--- config.mk ---
export PLATFORM = sky130hd
export DESIGN_NAME = aclc_link_port
export DESIGN_NICKNAME = d
export VERILOG_FILES = /design/src/rtl/aclc_fifo.v /design/src/rtl/aclc_link_port.v
export VERILOG_INCLUDE_DIRS = /design/src /design/src/pkg
export SDC_FILE = /design/constraint.sdc
export NUM_CORES = 1
export LEC_CHECK = 0
export BUFFER_PORTS_ARGS = -buffer_cell sky130_fd_sc_hd__buf_2
export CORE_UTILIZATION = 50
export DETAILED_ROUTE_END_ITERATION = 6
export GPL_ROUTABILITY_DRIVEN = 0
export PLACE_DENSITY = 0.8
export SETUP_SLACK_MARGIN = 0.1
export SYNTH_ARGS = -nofsm -noshare
export SYNTH_HDL_FRONTEND = slang
export SYNTH_SLANG_ARGS = --single-unit
--- constraint.sdc ---
create_clock -name core_clk -period 4.5 [get_ports core_clk]
set_input_delay 0.9 -clock core_clk [delete_from_list [all_inputs] [get_ports core_clk]]
set_output_delay 0.9 -clock core_clk [all_outputs]
set_load 0.1 [all_outputs]
--- src/pkg/aclc_defs.vh ---
`ifndef ACLC_DEFS_VH
`define ACLC_DEFS_VH
// Slot geometry of one frame
`define ACLC_SLOT_W        20
`define ACLC_TAG_W         16
`define ACLC_SLOT_LAST_BIT 5'd19
`define ACLC_TAG_LAST_BIT  5'd15
`define ACLC_LAST_SLOT     4'd12
// Slot numbers with payload
`define ACLC_SLOT_TAG      4'd0
`define ACLC_SLOT_CMD_ADDR 4'd1
`define ACLC_SLOT_CMD_DATA 4'd2
`define ACLC_SLOT_PCM_L    4'd3
`define ACLC_SLOT_PCM_R    4'd4
// Tag bit positions
`define ACLC_TAG_FRAME_BIT 15
`define ACLC_TAG_ADDR_BIT  14
`define ACLC_TAG_DATA_BIT  13
`define ACLC_TAG_PCML_BIT  12
`define ACLC_TAG_PCMR_BIT  11
`define ACLC_TAG_READY_BIT 15
// Transmit FIFO shape
`define ACLC_FIFO_DEPTH    8
`define ACLC_FIFO_AW       3
// Reset values
`define ACLC_RST_SLOT      4'd12
`define ACLC_RST_BIT       5'd19
`define ACLC_RST_WORD      20'h0_0000
// Fetch sequencer states
`define ACLC_FETCH_IDLE    2'd0
`define ACLC_FETCH_LEFT    2'd1
`define ACLC_FETCH_RIGHT   2'd2
`endif

--- src/rtl/aclc_fifo.v ---
`timescale 1ns/1ns
`default_nettype none
module aclc_fifo #(
  parameter WIDTH = 20,
  parameter DEPTH = 8,
  parameter AW    = 3
) (
  input  wire             core_clk,
  input  wire             rst,
  input  wire             inValid,
  output wire             inReady,
  input  wire [WIDTH-1:0] inData,
  output wire             outValid,
  input  wire             outReady,
  output wire [WIDTH-1:0] outData
);
  reg [WIDTH-1:0] mem [0:DEPTH-1]; // Storage words
  reg [AW-1:0]    wrPtr_reg;       // Write pointer
  reg [AW-1:0]    rdPtr_reg;       // Read pointer
  reg [AW:0]      count_reg;       // Words held
  reg             notFull_reg;     // Registered not-full flag
  reg             notEmpty_reg;    // Registered not-empty flag
  reg [AW:0]      count_next;
  wire            push;
  wire            pop;

  assign push     = inValid & notFull_reg;
  assign pop      = outReady & notEmpty_reg;
  assign inReady  = notFull_reg;
  assign outValid = notEmpty_reg;
  assign outData  = mem[rdPtr_reg];

  // Next occupancy
  always @* begin
    count_next = count_reg;
    if (push & ~pop) begin
      count_next = count_reg + {{AW{1'b0}}, 1'b1};
    end else if (pop & ~push) begin
      count_next = count_reg - {{AW{1'b0}}, 1'b1};
    end
  end

  // Pointers and flags
  always @(posedge core_clk) begin
    if (rst) begin
      wrPtr_reg    <= {AW{1'b0}};
      rdPtr_reg    <= {AW{1'b0}};
      count_reg    <= {(AW+1){1'b0}};
      notFull_reg  <= 1'b1;
      notEmpty_reg <= 1'b0;
    end else begin
      if (push) begin
        wrPtr_reg <= wrPtr_reg + {{(AW-1){1'b0}}, 1'b1};
      end
      if (pop) begin
        rdPtr_reg <= rdPtr_reg + {{(AW-1){1'b0}}, 1'b1};
      end
      count_reg    <= count_next;
      notFull_reg  <= (count_next != DEPTH[AW:0]);
      notEmpty_reg <= (count_next != {(AW+1){1'b0}});
    end
  end

  // Word storage
  always @(posedge core_clk) begin
    if (push) begin
      mem[wrPtr_reg] <= inData;
    end
  end
endmodule
`default_nettype wire

--- src/rtl/aclc_link_port.v ---
// What this block does
// Sync high marks each frame's tag slot
// All link timing follows codec bit clock
// Send outgoing slots serially on data out
// Capture codec's serial slots from data in
// Codec reset output with own control
// No payload until codec reports ready; command slots go out whether or not the codec is ready
// 256-bit frame, tag plus twelve slots
`timescale 1ns/1ns
`default_nettype none
`include "aclc_defs.vh"
module aclc_link_port (
  input  wire        core_clk,
  input  wire        rst,
  input  wire        bitClk,
  input  wire        sdataIn,
  output reg         sync,
  output reg         sdataOut,
  output reg         codecMasterResetN,
  input  wire        codecResetAssert,
  input  wire        txValid,
  output wire        txReady,
  input  wire [19:0] txData,
  input  wire        cmdStart,
  input  wire [19:0] cmdAddr,
  input  wire [19:0] cmdData,
  output reg         cmdBusy,
  output reg         cmdDone,
  output reg         codecReady,
  output reg         rxValid,
  output reg  [3:0]  rxSlot,
  output reg  [19:0] rxData
);
  reg        bclkMeta_reg;   // Bit clock, first sync stage
  reg        bclkSync_reg;   // Bit clock, second sync stage
  reg        bclkLast_reg;   // Previous synced bit clock
  reg        sdinMeta_reg;   // Data in, first sync stage
  reg        sdinSync_reg;   // Data in, second sync stage
  reg [3:0]  slot_reg;       // Current slot
  reg [4:0]  bit_reg;        // Bit within slot
  reg [19:0] txShift_reg;    // Outgoing shift register
  reg [19:0] rxShift_reg;    // Incoming shift register
  reg        frameSeen_reg;  // First frame has begun
  reg [1:0]  fetch_reg;      // Payload fetch state
  reg [19:0] left_reg;       // Left PCM word for next frame
  reg [19:0] right_reg;      // Right PCM word for next frame
  reg        leftValid_reg;  // Left word present
  reg        rightValid_reg; // Right word present
  reg [19:0] cmdAddr_reg;    // Latched command address
  reg [19:0] cmdData_reg;    // Latched command data
  reg        cmdPend_reg;    // Command waiting to go out
  reg        cmdSent_reg;    // Command tagged in current frame
  reg [3:0]  slot_next;
  reg [4:0]  bit_next;
  reg [19:0] word_next;
  wire       bclkRise;
  wire       bclkFall;
  wire       fifoValid;
  wire       fifoPop;
  wire [19:0] fifoData;
  wire [19:0] rxShifted;
  // Payload fetch sequencer states
  localparam [1:0] FETCH_IDLE  = `ACLC_FETCH_IDLE;  // Waiting for slot 12
  localparam [1:0] FETCH_LEFT  = `ACLC_FETCH_LEFT;  // Taking the left word
  localparam [1:0] FETCH_RIGHT = `ACLC_FETCH_RIGHT; // Taking the right word

  assign bclkRise  = bclkSync_reg & ~bclkLast_reg;
  assign bclkFall  = ~bclkSync_reg & bclkLast_reg;
  assign rxShifted = {rxShift_reg[18:0], sdinSync_reg};
  // Pop only while fetching and only once the codec is ready
  assign fifoPop   = fifoValid & codecReady & ((fetch_reg == FETCH_LEFT) |
                     (fetch_reg == FETCH_RIGHT));

  // Last bit index of a slot: tag slot is shorter
  function [4:0] lastBit;
    input [3:0] s;
    begin
      lastBit = (s == `ACLC_SLOT_TAG) ? `ACLC_TAG_LAST_BIT : `ACLC_SLOT_LAST_BIT;
    end
  endfunction

  // Outgoing word for a slot, tag left-justified
  function [19:0] slotWord;
    input [3:0] s;
    reg   [15:0] tag;
    begin
      tag = 16'h0000;
      tag[`ACLC_TAG_FRAME_BIT] = cmdPend_reg | leftValid_reg | rightValid_reg;
      tag[`ACLC_TAG_ADDR_BIT]  = cmdPend_reg;
      tag[`ACLC_TAG_DATA_BIT]  = cmdPend_reg;
      tag[`ACLC_TAG_PCML_BIT]  = leftValid_reg;
      tag[`ACLC_TAG_PCMR_BIT]  = rightValid_reg;
      case (s)
        `ACLC_SLOT_TAG:      slotWord = {tag, 4'h0};
        `ACLC_SLOT_CMD_ADDR: slotWord = cmdPend_reg ? cmdAddr_reg : `ACLC_RST_WORD;
        `ACLC_SLOT_CMD_DATA: slotWord = cmdPend_reg ? cmdData_reg : `ACLC_RST_WORD;
        `ACLC_SLOT_PCM_L:    slotWord = leftValid_reg ? left_reg : `ACLC_RST_WORD;
        `ACLC_SLOT_PCM_R:    slotWord = rightValid_reg ? right_reg : `ACLC_RST_WORD;
        default:             slotWord = `ACLC_RST_WORD;
      endcase
    end
  endfunction

  // Transmit FIFO in the payload path
  aclc_fifo #(
    .WIDTH (`ACLC_SLOT_W),
    .DEPTH (`ACLC_FIFO_DEPTH),
    .AW    (`ACLC_FIFO_AW)
  ) uFifo (
    .core_clk (core_clk),
    .rst      (rst),
    .inValid  (txValid),
    .inReady  (txReady),
    .inData   (txData),
    .outValid (fifoValid),
    .outReady (fifoPop),
    .outData  (fifoData)
  );

  // Two-stage synchronisers for the link pins
  always @(posedge core_clk) begin
    if (rst) begin
      bclkMeta_reg <= 1'b0;
      bclkSync_reg <= 1'b0;
      bclkLast_reg <= 1'b0;
      sdinMeta_reg <= 1'b0;
      sdinSync_reg <= 1'b0;
    end else begin
      bclkMeta_reg <= bitClk;
      bclkSync_reg <= bclkMeta_reg;
      bclkLast_reg <= bclkSync_reg;
      sdinMeta_reg <= sdataIn;
      sdinSync_reg <= sdinMeta_reg;
    end
  end

  // Next frame position on a rising bit clock edge
  always @* begin
    slot_next = slot_reg;
    bit_next  = bit_reg + 5'd1;
    word_next = {txShift_reg[18:0], 1'b0};
    if (bit_reg == lastBit(slot_reg)) begin
      // Wrap after slot 12 back to the tag slot
      slot_next = (slot_reg == `ACLC_LAST_SLOT) ? `ACLC_SLOT_TAG : slot_reg + 4'd1;
      bit_next  = 5'd0;
      word_next = slotWord(slot_next);
    end
  end

  // Frame counter and serial output, changing on rising bit clock
  always @(posedge core_clk) begin
    if (rst | codecResetAssert) begin
      slot_reg    <= `ACLC_RST_SLOT;
      bit_reg     <= `ACLC_RST_BIT;
      txShift_reg <= `ACLC_RST_WORD;
      sync        <= 1'b0;
      sdataOut    <= 1'b0;
      cmdSent_reg <= 1'b0;
    end else if (bclkRise) begin
      slot_reg    <= slot_next;
      bit_reg     <= bit_next;
      txShift_reg <= word_next;
      sdataOut    <= word_next[19];
      sync        <= (slot_next == `ACLC_SLOT_TAG);
      if ((slot_next == `ACLC_SLOT_TAG) && (bit_next == 5'd0)) begin
        cmdSent_reg <= cmdPend_reg;
      end
    end
  end

  // Incoming capture on falling bit clock
  always @(posedge core_clk) begin
    if (rst | codecResetAssert) begin
      rxShift_reg   <= `ACLC_RST_WORD;
      frameSeen_reg <= 1'b0;
      rxValid       <= 1'b0;
      rxSlot        <= 4'h0;
      rxData        <= `ACLC_RST_WORD;
      codecReady    <= 1'b0;
    end else begin
      rxValid <= 1'b0;
      if (bclkRise && (slot_next == `ACLC_SLOT_TAG)) begin
        frameSeen_reg <= 1'b1;
      end
      if (bclkFall && frameSeen_reg) begin
        rxShift_reg <= rxShifted;
        if (bit_reg == lastBit(slot_reg)) begin
          // Whole slot received
          rxValid <= 1'b1;
          rxSlot  <= slot_reg;
          if (slot_reg == `ACLC_SLOT_TAG) begin
            rxData     <= {4'h0, rxShifted[15:0]};
            codecReady <= rxShifted[`ACLC_TAG_READY_BIT];
          end else begin
            rxData <= rxShifted;
          end
        end
      end
    end
  end

  // Payload fetch before each tag slot
  always @(posedge core_clk) begin
    if (rst | codecResetAssert) begin
      fetch_reg      <= FETCH_IDLE;
      left_reg       <= `ACLC_RST_WORD;
      right_reg      <= `ACLC_RST_WORD;
      leftValid_reg  <= 1'b0;
      rightValid_reg <= 1'b0;
    end else begin
      case (fetch_reg)
        FETCH_IDLE: begin
          // Slot 12 start leaves many core cycles before the next tag
          if (bclkRise && (slot_next == `ACLC_LAST_SLOT) && (bit_next == 5'd0)) begin
            fetch_reg <= FETCH_LEFT;
          end
        end
        FETCH_LEFT: begin
          left_reg      <= fifoData;
          leftValid_reg <= fifoPop;
          fetch_reg     <= FETCH_RIGHT;
        end
        FETCH_RIGHT: begin
          right_reg      <= fifoData;
          rightValid_reg <= fifoPop;
          fetch_reg      <= FETCH_IDLE;
        end
        default: begin
          fetch_reg <= FETCH_IDLE;
        end
      endcase
    end
  end

  // Command slots: accepted while idle, retired after one frame
  always @(posedge core_clk) begin
    if (rst | codecResetAssert) begin
      cmdPend_reg <= 1'b0;
      cmdAddr_reg <= `ACLC_RST_WORD;
      cmdData_reg <= `ACLC_RST_WORD;
      cmdBusy     <= 1'b0;
      cmdDone     <= 1'b0;
    end else begin
      cmdDone <= 1'b0;
      if ((fetch_reg == FETCH_LEFT) && cmdSent_reg && cmdPend_reg) begin
        // Frame carrying the command has gone out
        cmdPend_reg <= 1'b0;
        cmdBusy     <= 1'b0;
        cmdDone     <= 1'b1;
      end else if (cmdStart && !cmdBusy) begin
        cmdPend_reg <= 1'b1;
        cmdBusy     <= 1'b1;
        cmdAddr_reg <= cmdAddr;
        cmdData_reg <= cmdData;
      end
    end
  end

  // Codec master reset, driven low by core reset and otherwise by its own control input
  always @(posedge core_clk) begin
    if (rst) begin
      codecMasterResetN <= 1'b0;
    end else begin
      codecMasterResetN <= ~codecResetAssert;
    end
  end
endmodule
`default_nettype wire

### Word level (Yosys, flattened, before mapping)

Memories as Yosys holds them, arrays and structs flattened. A register that Yosys moved wholly into a read port is not among the register bits.
Index checks and enable logic that the tools add are counted.

* bitwise operators: 19
* multiplexer cells: 21
* eq/ne operators: 11
* add/subtract/negate cells: 6
* reductions and logical operators: 21

Operator list (number)
* 2-to-1 mux 20 bit: 6
* case mux 20 bit (5 select lines): 1
* 2-to-1 mux 4 bit: 4
* zero test 4 bit: 3
* 2-to-1 mux 5 bit: 2
* adder 4 x 1 -> 4 bit (second input constant): 2
* bitwise AND 1 bit: 8
* equality test 4 x 2 -> 1 bit (second input constant): 2
* equality test 4 bit (second input constant): 2
* logical AND 1 bit: 8
* inverter 1 bit: 7
* adder 3 x 1 -> 3 bit (second input constant): 2
* 2-to-1 mux 3 bit: 2
* AND reduction 2 bit: 3
* adder 5 x 1 -> 5 bit (second input constant): 1
* equality test 5 bit: 1
* zero test 5 bit: 1
* equality test 4 x 1 -> 1 bit (second input constant): 1
* equality test 4 x 3 -> 1 bit (second input constant): 1
* 2-to-1 mux 1 bit: 4
* != test 4 bit (second input constant): 1
* OR 1 bit: 4
* case mux 2 bit (2 select lines): 1
* nonzero test 4 bit: 1
* 9 further kinds: 10

* RAM bits: 160
* memories: 1
* bits in registers: 181
* input bits: 67
* output and inout port bits: 32

Memory list
* uFifo.mem: depth 8, bits a word 20, read ports 1, clocked after memory_dff 1, wr ports 1, RTL line aclc_fifo.v:17 `reg [WIDTH-1:0] mem [0:DEPTH-1];`

### Depth between registers and ports, before layout

Gate-level depths: netlist of the first run.

* depth in word-level cells: 9
* gate-level depth with buffers: 13
* depth with buffers taken out: 8

### Cells and area by module

A second synthesis of the first run with hierarchy kept.

* cell total of the unflattened synthesis: 1144
* area total of the unflattened synthesis: 13879.6 um^2

By module, submodules not included
* aclc_link_port: seq. area each 3383.2 um^2, area an instance 7039.3 um^2, cells an instance 830, instances 1
* aclc_fifo: seq. area each 5104.9 um^2, area an instance 6840.3 um^2, cells an instance 314, instances 1

### Worst setup path before layout of the first run

Ideal clock, no wire load.

* path kind: reg2reg
* from: register uFifo.notFull_reg, in the netlist uFifo.inReady
* to: memory uFifo.mem[0][0] (enable)
* library setup time: 0.449 ns
* cell stages (with the launch flop): 3
* period minus slack after synthesis: 3.884 ns
* path slack: 0.616 ns
* arrival time: 3.435 ns
* path through: dfxtp_1 nand2_1 nor4_1

* cells in the longest elaborated chain, start to end: 3

RTL lines
* from (decl): RTL line aclc_fifo.v:21 `reg notFull_reg;`
* from (signal assigned): RTL line aclc_fifo.v:59 `notFull_reg <= (count_next != DEPTH[AW:0]);`
* bitwise AND 1 bit: RTL line aclc_fifo.v:27 `assign push = inValid & notFull_reg;`
* 2-to-1 mux 1 bit: RTL line aclc_fifo.v:66 `if (push) begin`
* 2-to-1 mux 1 bit (not written as such): RTL line aclc_fifo.v:67 `mem[wrPtr_reg] <= inData;`
* to (decl): RTL line aclc_fifo.v:17

No other way between the ends.

### Final worst setup path of the first run

* from: register slot_reg[0]
* to: register txShift_reg[16]

* cells in the longest elaborated chain, start to end: 5

RTL lines
* from (decl): RTL line aclc_link_port.v:39 `reg [3:0] slot_reg;`
* from (signal assigned): RTL line aclc_link_port.v:153 `` slot_reg <= `ACLC_RST_SLOT; ``
* from (signal assigned): RTL line aclc_link_port.v:160 `slot_reg <= slot_next;`
* adder 4 x 1 -> 4 bit or equality test 4 bit (tied branches)
* 2-to-1 mux 4 bit: RTL line aclc_link_port.v:144 `` slot_next = (slot_reg == `ACLC_LAST_SLOT) ? `ACLC_SLOT_TAG : slot_reg + 4'd1; ``
* equality test 4 x 3 -> 1 bit (tied with other cells): RTL line aclc_link_port.v:93 `case (s)`
* case mux 20 bit (5 select lines): RTL line aclc_link_port.v:93
* 2-to-1 mux 20 bit *: RTL line aclc_link_port.v:142 `if (bit_reg == lastBit(slot_reg)) begin`
* to (signal assigned): RTL line aclc_link_port.v:155 `` txShift_reg <= `ACLC_RST_WORD; ``
* to (signal assigned): RTL line aclc_link_port.v:162 `txShift_reg <= word_next;`
* to (decl): RTL line aclc_link_port.v:41 `reg [19:0] txShift_reg;`

Mark *: on every way between the ends. The rest lies on a longest branch, timed or not.
A chain may end at the register's enable or synchronous reset.

==> impl_metrics.yaml, run 1 <==
synthesis:
  ys_types: 65
  yosysSeqAreaShare_pct: 62.1
  synth_area_um2: 13700
  ys.warnings.count: 0
  synth_edf_count: 160
  synth_nets: 1231
  yosys.cell_count.top_type: "nand2_1"
  synth_top_area_share_pct: 35.2
  yosys.area.top_type: "edfxtp_1"
  syn_inst: 1150
  synthFlopType: "dfxtp_1"
  async_flop_share_pct: 0
  synth_seq_cells: 344
  netlist_top_cells_count: "193 x nand2_1, 184 x dfxtp_1, 160 x edfxtp_1"
  synth.area.top_cells: "edfxtp_1 35%, dfxtp_1 27%, mux4_2 6.6%, nand2_1 5.3%, a21oi_1 3.9%"
  syn_avg_cell_area_um2: 11.9
cells_and_area:
  syn_to_final_growth_pct: 13.5
  nets: 1306
  top_register: "uFifo.mem"
  largest_register_ffs: 160
  fillers: 2148
  drive_above_1_share_pct: 19.1
  fin_area_um2: 15500
  layout.cells.non_filler: 1593
timing:
  fin_skew_ns: 0.0199
  hold_viol_final: 0
  timing.final.crit_share_pct: 62.6
  slew_viol_final: 0
  worstMarginPinSlew_ns: 0.896
  rsz0062_at_grt: "no"
  relSlewSlack_pct: 40.1
  fmax_ghz: 0.355
  tns_ns: 0
  post-route-min-period_ns: 2.82
  setup_viol: 0
setup_path:
  critical_path_class: "reg -> reg"
  path_cells: "inv_1 -> ha_1 -> a31oi_1 -> nor2_1 -> o221ai_1 -> or2_1 -> o21ai_1"
  crit_fanout: 19
  crit_buf_inv: 1
  required_ns: 4.87
  cpLargestDelayFamily: "compound AO/OA/AOI/OAI gates"
  crit_arrival_ns: 3.19
  critPathMaxStageDelay_ns: 0.59
  crit_path_start_kind: "flip-flop"
  cp-end-kind: "flip-flop"
  cp_slowest_cell: "or2_1"
clocking:
  root_buffer: "clkbuf_16"
  cts_made_buffers: 35
  cts_setup_buffers: 0
  htree_levels: 2
  worstSkewPairLatency_ns: 0.52
  cts_hold_buf: 0
  ctsResizeCount: 0
  cts_tree: "yes"
  numClockSinks: 344
  clk_pin_slew_worst_paths_ns: 0.07
  clk_path_buf_depth: 3
detailed_routing:
  final_antenna_net_count: 0
  drcViolationCount: 0
  vias_per_cell: 5.73
  drtIter0Drc: 837
  firstDrtPassIters: 5
  num_vias: 9127
  wl_per_cell_um: 18.5
  wirelength_mm: 29.4
floorplanning:
  pin_count: 99
  fp.dieW_um: 167
  num_rows: 60
  start_util_pct: 50.8
  coreArea_um2: 26900
  die_height_um: 167
  die_area_um2: 28000
global_routing:
  grt_max_degree: 71
  grt_pass1_vias: 8648
  grt_pass1_wl_mm: 46.8
  grt_overflow: 0
  grtUsageTotal_pct: 21.1
  antenna_found_initial: 2
placed_design:
  dpl.hpwl_mm: 18.3
  dpl_cell_area_um2: 14400
  portBuffers: 98
  place_inst: 1529
flow_run:
  max_cap_viol_count: 0
hold_path:
  hold_path_class: "reg -> reg"
pwr:
  leakage_nw: 5.08
  power_density_nw_per_um2: 412
  peakVddDrop_mv: 0.348
run_status:
  status: "completed"
==> cell type report <==
cell class	instances	area, µm²	area share, %
Timing Repair Buffer	118	641	4.13
Inverter	39	146	0.944
Sequential cell	344	8490	54.8
Tap cell	341	427	2.75
Multi-Input combinational cell	687	4690	30.3
Clock inverter	11	92.6	0.597
Clock buffer	52	1010	6.54
Antenna cell	1	2.50	0.0161
==> metal layers <==
layer	vias up	GRT usage (%)	share of wire, %
met2	297	34.6	48
met1	4444	28.8	44
met4	2	5.90	1.8
li1	4340	-	-
met3	44	3.97	6.3
met5	-	0	0.037
==> worst paths after layout <==
check / start / endpoint / slack (ns) / cells past startpoint
setup / recovery: slot_reg[0] / txShift_reg[16] / 1.68 / 7
hold / removal: sdinMeta_reg / sdinSync_reg / 0.44 / 1
setup reg to reg: slot_reg[0] / txShift_reg[16] / 1.68 / 7
hold reg to reg: sdinMeta_reg / sdinSync_reg / 0.44 / 1
==> metrics by stage <==
stage / hold WS, ns / util (%) / setup slack [ns] / total power, mW
floorplan: 0.414 / - / 0.616 / 3.57
global placement: 0.418 / 53.6 / 1.74 / 3.67
detailed placement: 0.428 / 53.6 / 1.72 / 3.68
CTS: 0.443 / 57.7 / 1.71 / 6.44
global route: 0.468 / 57.7 / 1.39 / 6.59
finish: 0.441 / 57.7 / 1.68 / 6.39
==> placed cells by master (no fill, tap or decap), types with 4 or more instances in the layout <==
master	synthesis	final
edfxtp_1	160	160
nand2_1	193	193
ha_1	14	14
o21ai_0	10	10
mux4_2	40	40
a221oi_1	8	8
clkbuf_8	0	5
buf_4	5	20
a211oi_1	42	42
o32ai_1	16	16
nand2b_1	7	7
mux2i_1	25	25
nand3_1	17	17
clkinv_1	0	4
a221oi_2	12	12
and3_1	4	4
nor3_1	12	8
o21ai_1	20	20
a22oi_1	19	19
nor2_1	71	71
a21oi_1	106	106
dfxtp_1	184	183
nor3_2	0	4
clkbuf_16	0	36
inv_1	38	38
o22ai_1	4	4
nor2b_1	13	12
clkbuf_1	50	10
buf_2	17	98
==> power by group <==
part	internal (mW)	switching [mW]
Sequential	3.33	0.0313
Clock	1.62	1.16
Combinational	0.0839	0.171
==> cell families (layout without fill, tap and decap cells) <==
group                    after synthesis  in the layout  synth area share, %
flip-flops                           344            344                 62.1
AND/OR/NAND/NOR                      342            342                 11.0
XOR/XNOR                               6              6                0.385
AO/OA/AOI/OAI                        258            258                 12.8
other                                  0              1                    0
multiplexers                          67             67                 8.59
buffers and inverters                119            220                 3.78
adder cells (fa/ha/maj)               14             14                 1.28
Note: power is estimated with default switching activity, not from simulation.
==> run 2: changes to the inputs <==
==> constraint.sdc (replaced) <==
create_clock -name core_clk -period 2.6 [get_ports core_clk]
set_input_delay 0.52 -clock core_clk [delete_from_list [all_inputs] [get_ports core_clk]]
set_output_delay 0.52 -clock core_clk [all_outputs]
set_load 0.1 [all_outputs]
==> impl_metrics.yaml, run 2 (synthesis gave the netlist of run 1 again) <==
cells_and_area:
  layout_commonest_cell: "nand2_1"
  top_register: "uFifo.mem"
  finalCoreUtilization_pct: 58.6
  syn_to_final_growth_pct: 15.4
  nets: 1323
  largest_register_ffs: 160
  fin_area_um2: 15800
  drive_above_1_share_pct: 21.2
  final_cell_mix: "192 x nand2_1, 180 x dfxtp_1, 160 x edfxtp_1"
  layout.cells.non_filler: 1610
pwr:
  power_mw: 11.1
  peakVddDrop_mv: 0.657
  leakage_nw: 5.19
  power_density_nw_per_um2: 705
setup_path:
  cpMostUsedCell: "mux2i_1"
  critPathMaxStageDelay_ns: 0.45
  ff2ff_setup_slack_ns: 0.18
  required_ns: 3.00
  crit_fanout: 7
  path_cells: "inv_1 -> ha_1 -> nor3b_4 -> mux2_2 -> mux2i_1 -> o41ai_2 -> buf_4 -> mux2i_1 -> nor2_1"
  cp-end-kind: "flip-flop"
  crit_buf_inv: 2
  crit_path_start_kind: "flip-flop"
  crit_arrival_ns: 2.82
  cpLargestDelayFamily: "multiplexers"
  cp_slowest_cell: "mux2_2"
  critical_path_class: "reg -> reg"
hold_path:
  hold_path_class: "in -> reg"
global_routing:
  grt.busiest_layer: "met2"
  grt_pass1_wl_mm: 47.4
  grt_overflow: 0
  grt_pass1_vias: 9005
  grtUsageTotal_pct: 21.5
  antenna_found_initial: 2
  grt_max_degree: 79
  met1_usage_pct: 28.1
  met2_usage_pct: 36.2
  met3_usage_pct: 3.73
placed_design:
  portBuffers: 98
  dpl.hpwl_mm: 18.6
  place_inst: 1544
  dpl_cell_area_um2: 14600
clocking:
  root_buffer: "clkbuf_16"
  worstSkewPairLatency_ns: 0.53
  htree_levels: 2
  numClockSinks: 344
  clk_pin_slew_worst_paths_ns: 0.06
  clk_path_buf_depth: 3
  cts_hold_buf: 0
  cts_made_buffers: 35
  cts_tree: "yes"
timing:
  slew_viol_final: 0
  post-route-min-period_ns: 2.42
  tns_ns: 0
  worstMarginPinSlew_ns: 0.750
  rsz0062_at_grt: "yes"
  fin_skew_ns: 0.0220
  relSlewSlack_pct: 50.0
  setup_viol: 0
  timing.final.crit_share_pct: 93.2
  hold_viol_final: 0
  fmax_ghz: 0.413
detailed_routing:
  wl_per_cell_um: 18.5
  wirelength_mm: 29.7
  final_antenna_net_count: 0
  drcViolationCount: 0
  firstDrtPassIters: 7
  drtIter0Drc: 791
  vias_per_cell: 5.72
  num_vias: 9207
floorplanning:
  die_height_um: 167
  start_util_pct: 50.8
  die_area_um2: 28000
  num_rows: 60
  fp.dieW_um: 167
  pin_count: 99
  coreArea_um2: 26900
run_status:
  status: "completed"
flow_run:
  max_cap_viol_count: 0
run 2: timing repair:
item,4_1_cts,5_1_grt
gates resized for setup,3,10
endpoints found under the setup margin,18,39
setup buffers,0,2
pin swaps,0,2
run 2: layout make-up:
class | instances | area [µm²]
clock buffers | 51 | 996
repair buffers | 135 | 818
multi-input cells | 687 | 4760
inverters | 39 | 146
diodes | 1 | 2.50
clock inverters | 12 | 120
fillers | 2097 | 11100
flip-flops and latches | 344 | 8490
well taps | 341 | 427
run 2: power by group:
group | switching, mW | internal (mW) | total, mW
Sequential | 0.0566 | 5.76 | 5.82
Clock | 2.04 | 2.79 | 4.83
Combinational | 0.306 | 0.158 | 0.464
run 2: path summary, 6_finish.rpt:
kind / from / to / cells past startpoint
max: slot_reg[1] / fetch_reg[0] / 9
min: sdataIn / sdinMeta_reg / 2
max reg2reg: slot_reg[1] / fetch_reg[0] / 9
min reg2reg: sdinMeta_reg / sdinSync_reg / 1
run 2: layer usage:
layer	vias up	share of wire, %
met2	277	49
met3	54	5.9
li1	4383	-
met5	-	0.034
met1	4491	43
met4	2	2.3
run 2: through the flow:
stage	hold WS [ns]	setup WS (ns)
after floorplan	0.414	0.170
final	0.218	0.176
after detailed placement	0.428	0.0172
after CTS	0.208	0.0971
after global placement	0.416	0.168
after global routing	0.220	0.0765
==> run 3: changes to the inputs <==
--- a/config.mk
+++ b/config.mk
@@ -6,6 +6,7 @@
 export SDC_FILE = /design/constraint.sdc
 export NUM_CORES = 1
 export LEC_CHECK = 0
+export ABC_AREA = 1
 export BUFFER_PORTS_ARGS = -buffer_cell sky130_fd_sc_hd__buf_2
 export CORE_UTILIZATION = 50
 export DETAILED_ROUTE_END_ITERATION = 6
==> impl_metrics.yaml, run 3 <==
run_status:
  status: "completed"
detailed_routing:
  final_antenna_net_count: 0
  drcViolationCount: 0
  wirelength_mm: 31.0
  drtIter0Drc: 995
  wl_per_cell_um: 16.8
  firstDrtPassIters: 5
  vias_per_cell: 5.64
  num_vias: 10410
pwr:
  peakVddDrop_mv: 0.618
  leakage_nw: 5.94
  power_mw: 11.6
  power_density_nw_per_um2: 736
timing:
  post-route-min-period_ns: 2.25
  slew_viol_final: 0
  relSlewSlack_pct: 23.0
  setup_viol: 0
  worstMarginPinSlew_ns: 1.15
  timing.final.crit_share_pct: 86.7
  rsz0062_at_grt: "no"
  fmax_ghz: 0.444
  hold_viol_final: 0
  fin_skew_ns: 0.0209
setup_path:
  cp-end-kind: "flip-flop"
  crit_fanout: 18
  critical_path.startpoint: "slot_reg[1]"
  crit_arrival_ns: 2.70
  crit_path_start_kind: "flip-flop"
  required_ns: 3.04
  reg2reg_from: "slot_reg[1]"
  critical_path_class: "reg -> reg"
synthesis:
  syn_inst: 1404
  yosys.area.top_type: "edfxtp_1"
  synth_edf_count: 160
  async_flop_share_pct: 0
  netlist_top_cells_count: "232 x nor2_1, 184 x dfxtp_1, 182 x o21ai_0"
  synth.area.top_cells: "edfxtp_1 35%, dfxtp_1 27%, o21ai_0 6.6%, nor2_1 6.3%, nand2_1 4.8%"
  synth_nets: 1485
  yosys.cell_count.top_type: "nor2_1"
  ys_types: 40
  synth_top_area_share_pct: 35.0
  ys.warnings.count: 0
  synth_area_um2: 13700
  yosysSeqAreaShare_pct: 61.8
  synth_seq_cells: 344
  syn_avg_cell_area_um2: 9.78
  synthFlopType: "dfxtp_1"
cells_and_area:
  syn_to_final_growth_pct: 14.8
  multi_input_area_um2: 4660
  register_area_um2: 8490
  top_register: "uFifo.mem"
  fillers: 2224
  finalCoreUtilization_pct: 58.5
  final_cell_mix: "227 x nor2_1, 182 x o21ai_0, 182 x dfxtp_1"
  layout_commonest_cell: "nor2_1"
  fin_area_um2: 15800
  drive_above_1_share_pct: 14.6
  nets: 1559
  largest_register_ffs: 160
floorplanning:
  die_area_um2: 28100
  die_height_um: 168
  pin_count: 99
  fp.dieW_um: 168
  num_rows: 60
  coreArea_um2: 27000
  start_util_pct: 51.0
clocking:
  cts_hold_buf: 0
  clk_path_buf_depth: 3
  cts_made_buffers: 35
  numClockSinks: 344
  htree_levels: 2
  cts_tree: "yes"
  worstSkewPairLatency_ns: 0.52
  clk_pin_slew_worst_paths_ns: 0.06
  ctsResizeCount: 0
  root_buffer: "clkbuf_16"
flow_run:
  max_cap_viol_count: 0
global_routing:
  antenna_found_initial: 3
  grtUsageTotal_pct: 22.0
  grt_overflow: 0
  grt_max_degree: 103
  grt_pass1_wl_mm: 49.9
  grt_pass1_vias: 9879
placed_design:
  portBuffers: 98
  dpl_cell_area_um2: 14500
  dpl.hpwl_mm: 19.1
hold_path:
  holdCritStartpoint: "sdataIn"
  hold_path_class: "in -> reg"
## run 3: worst paths after layout
kind                                        end  depth (start not counted)  slack (ns)
worst min register to register     bclkSync_reg                          2        0.40
worst min-delay path               sdinMeta_reg                          3        0.21
worst max register to register  txShift_reg[11]                         11        0.35
worst max-delay path            txShift_reg[11]                         11        0.35
## run 3: area by class of cell
class,count,share of cell area [%]
flip-flops and latches,344,53.8
diodes,1,0.0159
repair buffers,130,5.03
well taps,341,2.71
inverters,50,1.19
multi-input cells,917,29.6
clock buffers,47,6.49
clock inverters,16,1.13
## run 3: worst max-delay path, stage by stage, from the launching register on
cell,delay (ns)
dfxtp_1,0.44
inv_1,0.13
ha_1,0.26
nand3_2,0.15
nand3_1,0.14
inv_1,0.12
nand3_2,0.12
nor2_4,0.37
nand2_1,0.09
nand4_1,0.10
nand2_1,0.07
a21oi_1,0.18
## run 3: cells by family after synthesis
| logic type | share of synthesized area (%) |
|---|---|
| and+or+nand+nor | 16.7 |
| xor gates and xnor gates | 0.128 |
| buffers and inverters | 4.35 |
| AOI/OAI and AO/OA | 14.2 |
| muxes | 1.53 |
| DFF | 61.8 |
| adders and majority gates | 1.28 |
## run 3: timing repair
action,in CTS,in global routing
hold endpoints to repair,0,0
endpoints found under the setup margin,0,3
setup buffers,0,1
## run 3: stage by stage
step                hold WS [ns]  setup TNS, ns  std cells  setup WS [ns]
CTS                        0.202              0       1844          0.325
floorplan                  0.388         -12.30       1404         -0.154
global route               0.228              0       1845          0.154
finish                     0.207              0       1846          0.347
global placement           0.393              0       1781          0.496
detailed placement         0.400              0       1781          0.370
## run 3: routing by layer
layer	wire, µm	GRT usage (%)
met1	13400	29.2
met2	14800	37.0
met3	2210	4.11
met4	579	6.22
met5	26	0
## run 3: power by group
| part | switching, mW | internal [mW] |
|---|---|---|
| combinational | 0.419 | 0.175 |
| sequential | 0.0512 | 5.77 |
| clock | 2.03 | 3.16 |
| total | 2.50 | 9.11 |
